--- src/logic/dpc_pkg.sv ---
////////////////////////////////////////////////////////////////////////////////
// shared constants and carriers of the datapath control register block
package dpc_pkg;
    // bus geometry
    localparam int ADDR_W = 8;
    localparam int DATA_W = 32;
    localparam int CTRL_W = 16;
    // register map, byte addresses
    localparam logic [ADDR_W-1:0] DATAPATH_CONTROL_OFFSET = 8'h00;
    localparam logic [CTRL_W-1:0] DATAPATH_CONTROL_RESET = 16'h049c;
    // field positions inside the control word
    localparam int BIT_PAIR1_OFFSET = 15;
    localparam int BIT_PAIR2_OFFSET = 14;
    localparam int BIT_PAIR1_PHASE = 13;
    localparam int BIT_PAIR2_PHASE = 12;
    localparam int INTERP_MSB = 11;
    localparam int INTERP_LSB = 8;
    localparam int BIT_FIFO_ENA = 7;
    localparam int BIT_ALARM_OE = 4;
    localparam int BIT_ALARM_POL = 3;
    localparam int BIT_SYNC_ENA = 2;
    localparam int BIT_PAIR1_SINC = 1;
    localparam int BIT_PAIR2_SINC = 0;
    // interpolation select patterns
    localparam logic [3:0] INTERP_1X = 4'h0;
    localparam logic [3:0] INTERP_2X = 4'h1;
    localparam logic [3:0] INTERP_4X = 4'h2;
    localparam logic [3:0] INTERP_8X = 4'h4;
    localparam logic [3:0] INTERP_16X = 4'h8;
    // bus responses
    localparam logic [1:0] RESP_OKAY = 2'h0;
    localparam logic [1:0] RESP_DECERR = 2'h3;
    // clock divider chain depth, /2 up to /16
    localparam int DIV_STAGES = 4;
    localparam logic [DIV_STAGES-1:0] DIV_CNT_RESET = 4'h0;
    // synchroniser depth for the sync pin
    localparam int SYNC_DEPTH = 3;

    // write channel states, gray along idle, collect, respond
    typedef enum logic [1:0] {
        DPC_WR_IDLE = 2'b00,
        DPC_WR_COLLECT = 2'b01,
        DPC_WR_RESP = 2'b11
    } dpc_wr_state_t;

    // decoded enables handed to the datapath
    typedef struct packed {
        logic pair1_offset_correction_enable;
        logic pair2_offset_correction_enable;
        logic pair1_phase_gain_enable;
        logic pair2_phase_gain_enable;
        logic pair1_sinc_comp_enable;
        logic pair2_sinc_comp_enable;
        logic fifo_enable;
        logic [4:0] interp_ratio;
        logic interp_invalid;
    } dpc_path_cfg_t;

    // whole state of the block
    typedef struct packed {
        dpc_wr_state_t wr_st;
        logic aw_got;
        logic w_got;
        logic [ADDR_W-1:0] waddr;
        logic [CTRL_W-1:0] wdata;
        logic [1:0] wstrb;
        logic bvalid;
        logic [1:0] bresp;
        logic rvalid;
        logic [CTRL_W-1:0] rdata;
        logic [1:0] rresp;
        logic [CTRL_W-1:0] ctrl;
        logic [SYNC_DEPTH-1:0] sync_s;
        logic sync_lvl;
        logic [DIV_STAGES-1:0] div_cnt;
        logic [DIV_STAGES-1:0] div_en;
        logic ptr_reset;
        logic alarm_o;
    } dpc_state_t;
endpackage : dpc_pkg

--- src/logic/dpc_ctrl.sv ---
`timescale 1ns/100ps
// Notes on behaviour
// RULE_01 - reset loads control word default 0x049c
// RULE_02 - bit 15 enables pair1 offset correction
// RULE_03 - bit 14 enables pair2 offset correction
// RULE_04 - bit 13 enables pair1 phase gain correction
// RULE_05 - bit 12 enables pair2 phase gain correction
// RULE_06 - bits 11:8 one-hot select interpolation ratio
// RULE_07 - interpolation field resets to eight times
// RULE_08 - bit 7 routes samples through fifo
// RULE_09 - without fifo, system aligns both clocks
// RULE_10 - bit 4 drives alarm, else high impedance
// RULE_11 - bit 3 picks alarm polarity, one high
// RULE_12 - bit 2 lets sync pulse resync dividers
// RULE_13 - divided clocks share phase after sync
// RULE_14 - bit 1 enables pair1 inverse sinc
// RULE_15 - bit 0 enables pair2 inverse sinc
// RULE_16 - software keeps reserved bits 6,5 zero
module dpc_ctrl
    import dpc_pkg::*;
(
    // clock and reset
    input wire logic aclk,
    input wire logic aresetn,
    // axi4-lite write address
    input wire logic [ADDR_W-1:0] s_axi_awaddr,
    input wire logic [2:0] s_axi_awprot,
    input wire logic s_axi_awvalid,
    output logic s_axi_awready,
    // axi4-lite write data
    input wire logic [DATA_W-1:0] s_axi_wdata,
    input wire logic [3:0] s_axi_wstrb,
    input wire logic s_axi_wvalid,
    output logic s_axi_wready,
    // axi4-lite write response
    output logic [1:0] s_axi_bresp,
    output logic s_axi_bvalid,
    input wire logic s_axi_bready,
    // axi4-lite read address
    input wire logic [ADDR_W-1:0] s_axi_araddr,
    input wire logic [2:0] s_axi_arprot,
    input wire logic s_axi_arvalid,
    output logic s_axi_arready,
    // axi4-lite read data
    output logic [DATA_W-1:0] s_axi_rdata,
    output logic [1:0] s_axi_rresp,
    output logic s_axi_rvalid,
    input wire logic s_axi_rready,
    // datapath configuration
    output dpc_path_cfg_t path_cfg,
    // alarm pin, source level from the datapath
    input wire logic alarm_event,
    output logic alarm_pin_o,
    output logic alarm_pin_oe,
    // sync pin from outside and divider outputs
    input wire logic sync_pin,
    output logic [DIV_STAGES-1:0] div_clk_en,
    output logic fifo_ptr_reset
);

    ////////////////////////////////////////////////////////////////////////////
    // decoding helpers

    // one-hot interpolation pattern to ratio, zero for an illegal pattern
    function automatic logic [4:0] interp_ratio(input logic [3:0] sel);
        logic [4:0] r;
        r = 5'h00;
        case (sel)
            INTERP_1X: r = 5'h01;
            INTERP_2X: r = 5'h02;
            INTERP_4X: r = 5'h04;
            INTERP_8X: r = 5'h08;
            INTERP_16X: r = 5'h10;
            default: r = 5'h00;
        endcase
        return r;
    endfunction : interp_ratio

    // address hits the only register
    function automatic logic reg_hit(input logic [ADDR_W-1:0] addr);
        return addr == DATAPATH_CONTROL_OFFSET;
    endfunction : reg_hit

    // byte-lane merge of a write into the control word
    function automatic logic [CTRL_W-1:0] lane_merge(input logic [CTRL_W-1:0] old,
                                                     input logic [CTRL_W-1:0] nw,
                                                     input logic [1:0] strb);
        logic [CTRL_W-1:0] m;
        m = old;
        if (strb[0])
        begin
            m[7:0] = nw[7:0];
        end
        if (strb[1])
        begin
            m[15:8] = nw[15:8];
        end
        return m;
    endfunction : lane_merge

    ////////////////////////////////////////////////////////////////////////////
    // state

    dpc_state_t st_q; // registered state
    dpc_state_t st_d; // next state
    logic aw_fire; // write address taken
    logic w_fire; // write data taken
    logic ar_fire; // read address taken
    logic sync_edge; // agreed rising edge on sync pin
    logic [ADDR_W-1:0] eff_waddr; // address of the completing write
    logic [CTRL_W-1:0] eff_wdata; // data of the completing write
    logic [1:0] eff_wstrb; // lanes of the completing write
    logic wr_complete; // both halves of a write present

    ////////////////////////////////////////////////////////////////////////////
    // handshake outputs, combinational

    assign s_axi_awready = (st_q.wr_st != DPC_WR_RESP) && !st_q.aw_got;
    assign s_axi_wready = (st_q.wr_st != DPC_WR_RESP) && !st_q.w_got;
    assign s_axi_arready = !st_q.rvalid;
    assign aw_fire = s_axi_awvalid && s_axi_awready;
    assign w_fire = s_axi_wvalid && s_axi_wready;
    assign ar_fire = s_axi_arvalid && s_axi_arready;

    // pick held or freshly taken halves of the write
    assign eff_waddr = st_q.aw_got ? st_q.waddr : s_axi_awaddr;
    assign eff_wdata = st_q.w_got ? st_q.wdata : s_axi_wdata[CTRL_W-1:0];
    assign eff_wstrb = st_q.w_got ? st_q.wstrb : s_axi_wstrb[1:0];
    // never complete again while the answer is still pending
    assign wr_complete = (st_q.wr_st != DPC_WR_RESP) && (st_q.aw_got || aw_fire) && (st_q.w_got || w_fire);

    // new high sync level once the last two stages agree
    assign sync_edge = (st_q.sync_s[1] == st_q.sync_s[2]) && st_q.sync_s[2] && !st_q.sync_lvl;

    ////////////////////////////////////////////////////////////////////////////
    // next-state logic
    always_comb
    begin
        logic div_run; // running and of the counter bits
        st_d = st_q;
        div_run = 1'b1;
        st_d.ptr_reset = 1'b0;
        // write channel
        case (st_q.wr_st)
            DPC_WR_IDLE, DPC_WR_COLLECT:
            begin
                if (aw_fire)
                begin
                    st_d.aw_got = 1'b1;
                    st_d.waddr = s_axi_awaddr;
                end
                if (w_fire)
                begin
                    st_d.w_got = 1'b1;
                    st_d.wdata = s_axi_wdata[CTRL_W-1:0];
                    st_d.wstrb = s_axi_wstrb[1:0];
                end
                if (wr_complete)
                begin
                    // store and answer
                    st_d.wr_st = DPC_WR_RESP;
                    st_d.bvalid = 1'b1;
                    if (reg_hit(eff_waddr))
                    begin
                        st_d.ctrl = lane_merge(st_q.ctrl, eff_wdata, eff_wstrb); // RULE_02
                        st_d.bresp = RESP_OKAY;
                    end
                    else
                    begin
                        st_d.bresp = RESP_DECERR;
                    end
                end
                else if (aw_fire || w_fire)
                begin
                    st_d.wr_st = DPC_WR_COLLECT;
                end
            end
            DPC_WR_RESP:
            begin
                // hold the answer until taken
                if (s_axi_bready)
                begin
                    st_d.bvalid = 1'b0;
                    st_d.aw_got = 1'b0;
                    st_d.w_got = 1'b0;
                    st_d.wr_st = DPC_WR_IDLE;
                end
            end
            default:
            begin
                st_d.wr_st = DPC_WR_IDLE;
            end
        endcase
        // read channel, answer one cycle after the address
        if (st_q.rvalid && s_axi_rready)
        begin
            st_d.rvalid = 1'b0;
        end
        if (ar_fire)
        begin
            st_d.rvalid = 1'b1;
            if (reg_hit(s_axi_araddr))
            begin
                st_d.rdata = st_q.ctrl;
                st_d.rresp = RESP_OKAY;
            end
            else
            begin
                st_d.rdata = 16'h0000;
                st_d.rresp = RESP_DECERR;
            end
        end
        // sync pin synchroniser and agreed level
        st_d.sync_s = {st_q.sync_s[1:0], sync_pin};
        if (st_q.sync_s[1] == st_q.sync_s[2])
        begin
            st_d.sync_lvl = st_q.sync_s[2];
        end
        // free-running divider chain
        st_d.div_cnt = st_q.div_cnt + 4'h1;
        for (int k = 0; k < DIV_STAGES; k++)
        begin
            // stage k fires when all counter bits up to k are set
            div_run = div_run & st_q.div_cnt[k];
            st_d.div_en[k] = div_run;
        end
        // resync restarts every divider from one phase
        if (sync_edge && st_q.ctrl[BIT_SYNC_ENA])
        begin
            st_d.div_cnt = DIV_CNT_RESET; // RULE_12
            st_d.div_en = '0; // RULE_13
            st_d.ptr_reset = 1'b1; // RULE_12
        end
        // alarm polarity
        st_d.alarm_o = st_q.ctrl[BIT_ALARM_POL] ? alarm_event : !alarm_event; // RULE_11
    end

    ////////////////////////////////////////////////////////////////////////////
    // state register, synchronous reset
    always_ff @(posedge aclk)
    begin
        if (!aresetn)
        begin
            st_q <= '0;
            st_q.wr_st <= DPC_WR_IDLE;
            st_q.ctrl <= DATAPATH_CONTROL_RESET; // RULE_01 RULE_07
            st_q.alarm_o <= 1'b0;
        end
        else
        begin
            st_q <= st_d;
        end
    end

    ////////////////////////////////////////////////////////////////////////////
    // outputs

    // bus answers from flip-flops
    assign s_axi_bvalid = st_q.bvalid;
    assign s_axi_bresp = st_q.bresp;
    assign s_axi_rvalid = st_q.rvalid;
    assign s_axi_rresp = st_q.rresp;
    assign s_axi_rdata = {16'h0000, st_q.rdata};

    // datapath enables straight from the control word
    assign path_cfg.pair1_offset_correction_enable = st_q.ctrl[BIT_PAIR1_OFFSET]; // RULE_02
    assign path_cfg.pair2_offset_correction_enable = st_q.ctrl[BIT_PAIR2_OFFSET]; // RULE_03
    assign path_cfg.pair1_phase_gain_enable = st_q.ctrl[BIT_PAIR1_PHASE]; // RULE_04
    assign path_cfg.pair2_phase_gain_enable = st_q.ctrl[BIT_PAIR2_PHASE]; // RULE_05
    assign path_cfg.pair1_sinc_comp_enable = st_q.ctrl[BIT_PAIR1_SINC]; // RULE_14
    assign path_cfg.pair2_sinc_comp_enable = st_q.ctrl[BIT_PAIR2_SINC]; // RULE_15
    assign path_cfg.fifo_enable = st_q.ctrl[BIT_FIFO_ENA]; // RULE_08
    assign path_cfg.interp_ratio = interp_ratio(st_q.ctrl[INTERP_MSB:INTERP_LSB]); // RULE_06
    assign path_cfg.interp_invalid = (interp_ratio(st_q.ctrl[INTERP_MSB:INTERP_LSB]) == 5'h00);

    // alarm pin drive
    assign alarm_pin_o = st_q.alarm_o;
    assign alarm_pin_oe = st_q.ctrl[BIT_ALARM_OE]; // RULE_10

    // divider enables and pointer reset
    assign div_clk_en = st_q.div_en;
    assign fifo_ptr_reset = st_q.ptr_reset;
endmodule : dpc_ctrl

--- config.mk ---
export PLATFORM = sky130hd
export DESIGN_NAME = dpc_ctrl
export DESIGN_NICKNAME = d
export VERILOG_FILES = /design/src/logic/dpc_pkg.sv /design/src/logic/dpc_ctrl.sv
export SDC_FILE = /design/constraint.sdc
export NUM_CORES = 1
export LEC_CHECK = 0
export BUFFER_PORTS_ARGS = -buffer_cell sky130_fd_sc_hd__buf_2
export CORE_UTILIZATION = 40
export DETAILED_ROUTE_END_ITERATION = 10
export PLACE_DENSITY = 0.79
export SYNTH_ARGS = -nofsm -noshare
export SYNTH_HDL_FRONTEND = slang
export SYNTH_SLANG_ARGS = --single-unit
export TNS_END_PERCENT = 20
--- constraint.sdc ---
create_clock -name aclk -period 3.1 [get_ports aclk]
set_input_delay 0.775 -clock aclk [delete_from_list [all_inputs] [get_ports aclk]]
set_output_delay 0.775 -clock aclk [all_outputs]
set_load 0.01 [all_outputs]
==> run summary <==
1st-pass router iterations: 4
Clock Pin Slew Worst Setup and Hold Paths: 0.09 ns
Post-CTS Setup Inserts: 0
Hold Crit Class: flop to flop
Total CTS buffers: 9
Vias/cell: 4.84
Post-synthesis async set-or-reset flop share: 0
H-tree depth reported by CTS: 3
Maximum VDD drop: 0.248 mV
ANT cells: 0
CP required: 2.32 ns
Area delta synth->final: 12.2%
I/O Buffers: 87
First-pass GRT wire length: 10.6 mm
HPWL after DPL: 5.20 mm
TritonCTS clock tree: done
Worst Tran Pin Value: 0.626 ns
Core ar.: 8680 um2
Crit path largest cell delay: 0.40 ns
Skew-Pair Late Insertion Delay: 0.34 ns
Mapped Area: 3560 um2
Avg Cell Area, Syn: 8.90 um2
Worst-case clock buffer depth: 2
Setup tns final: 0 ns
Die height: 96.4 um
Inst Count DP: 544
Final hold violations: 0
CP arrival: 1.37 ns
Initial DRC count: 148
Gr usage total: 0.149
Max frequency: 465 MHz
Vias in the first global route: 2289
Chip Width: 96.4 um
Layout cells sized above 1: 0.268
Prevailing post-synth register cell: dfxtp_1
DR WL/cell: 12.6 um
Global placer's final weighted congestion: 0.706
Commonest non-fill, non-tap cells in the layout: buf_2, dfxtp_1, nand2_1, nor2_1, mux2i_1
Starting Density: 0.410
Rows: 34
Synth cell types: 38
Sink Count: 80
Crit path cell chain: maj3_1, nor2_1, nor2_1, buf_2
Nets: 517
RSZ-0062 raised after global routing: no
Post-synth EDFFs: 0
Status: finished, final reports clean
Startpoint types: flop
Finished Layout Cells: 560
Mapped Cells: 400
Commonest non-fill, non-tap cell in the layout: buf_2
Worst setup EP type: primary output
Die footprint: 9280 um2
Relative slew slack: 0.582
Top delay family on crit path: flip-flops
Number of max-cap violations: 0
CP Max Fanout: 8
Period utilisation layout: 0.693
Sequential-to-total area share from yosys stat: 0.450
Area taken by multi-input logic gates: 1560 um2
Hold WS: 0.442 ns
Min Tclk post-route: 2.15 ns
CTS root buf: clkbuf_8
Initial antenna violation count: 0
Critical path class: flop to primary output
R2r setup slk: 1.17 ns
Vias: 2713
Final WL: 7.07 mm
Worst path bufs/invs: 1
DRC violations left: 0
Critical path's most frequent cell: nor2_1
Clock Skew: 0.00877 ns
FF+latch area: 1600 um2
Post-cts sizing count: 0
Fillers: 832
Setup violations, final: 0
Total congestion overflow: 0
Max stage delay cell, worst path: dfxtp_1
Yosys warns: 0
Pin count of the biggest net entering global routing: 40
Hold-fix buffer count after cts: 0
Leakage power: 1.79 nW
Pwr dens: 528 nW/um2
Pins over their slew limit: 0
I/O Pins: 128
DRT antenna net count: 0
Flops & latches, synth: 80
[sequential cells by signal, indices dropped and copies added (netlist names)]
| name | flops |
|---|---|
| path_cfg | 7 |
| alarm_pin_oe | 1 |
| fifo_ptr_reset | 1 |
| s_axi_bvalid | 1 |
| s_axi_rresp | 1 |
| s_axi_bresp | 1 |
| st_q | 44 |
| alarm_pin_o | 1 |
| s_axi_rdata | 16 |
| s_axi_rvalid | 1 |
| div_clk_en | 4 |
| st_d | 2 |
[kinds of logic (layout without fill, tap and decap cells)]
logic type | after synthesis | count (layout) | synth area share
xor+xnor | 2 | 2 | 0.00492
flops | 80 | 80 | 0.450
compound gates | 59 | 59 | 0.106
buf+inv | 75 | 112 | 0.129
simple gates | 147 | 147 | 0.204
mux | 32 | 32 | 0.0914
other cells | 1 | 16 | 0.00105
fa+ha+maj | 4 | 4 | 0.0134
[worst reg2reg max path, cell delays in order, from the launching register on]
cell and delay [ns]:
dfxtp_1 0.38, or4_4 0.55, nor4_4 0.33, o21ai_2 0.23, mux2_2 0.32
[routing by layer]
layer / part of all wire / up-vias / global-route usage
li1: - / 1379 / -
met5: 0 / - / 0
met2: 0.46 / 77 / 0.229
met1: 0.46 / 1248 / 0.194
met4: 0.010 / 0 / 0.0539
met3: 0.071 / 9 / 0.0498
[stage by stage]
stage	area, um2	utilization	setup WS, ns	total power [mW]
5_1_grt	4000	0.460	0.859	2.21
3_3_place_gp	3790	0.437	0.681	1.35
4_1_cts	4000	0.460	0.928	2.13
3_5_place_dp	3790	0.437	0.633	1.36
6_report	4000	0.460	0.951	2.11
2_1_floorplan	3620	-	0.894	1.30
[cell type report]
type / instances / area share
timing repair buffer: 94 / 0.122
clock buffer: 10 / 0.0345
multi-input combinational: 260 / 0.390
inverter: 2 / 0.00188
tap: 108 / 0.0338
sequential: 80 / 0.401
clock inverter: 6 / 0.0172
[report_power, final]
group	leakage (nW)	internal [mW]	switching (mW)	total [mW]
Clock	0.0907	0.395	0.376	0.771
Combinational	1.04	0.102	0.134	0.236
Sequential	0.652	1.07	0.0334	1.10
[cell usage after synthesis (2+ instances only)]
master / number / area share
a21oi_1: 27 / 0.038
a22oi_1: 16 / 0.034
and2_1: 5 / 0.0088
and3_1: 5 / 0.0088
buf_1: 6 / 0.0063
buf_4: 47 / 0.099
clkbuf_1: 19 / 0.020
dfxtp_1: 80 / 0.45
ha_1: 3 / 0.011
mux2_2: 4 / 0.013
mux2i_1: 28 / 0.079
nand2_1: 54 / 0.057
nand2b_1: 19 / 0.033
nand3_1: 2 / 0.0028
nand3b_1: 2 / 0.0042
nor2_1: 35 / 0.037
nor2b_1: 6 / 0.011
nor3_1: 5 / 0.0070
nor4_1: 2 / 0.0035
nor4b_1: 3 / 0.0074
o211ai_1: 11 / 0.023
o21ai_2: 2 / 0.0049
or3_1: 2 / 0.0035
or4_1: 2 / 0.0042
xor2_1: 2 / 0.0049
[worst paths after layout]
check	cells after the start	to	from
hold reg to reg	1	st_d[13]	st_d[12]
setup reg to reg	4	st_q[24]	st_q[79]
setup / recovery	4	path_cfg[0]	st_q[23]
hold / removal	1	st_d[13]	st_d[12]
(Power assumes the default switching activity.)
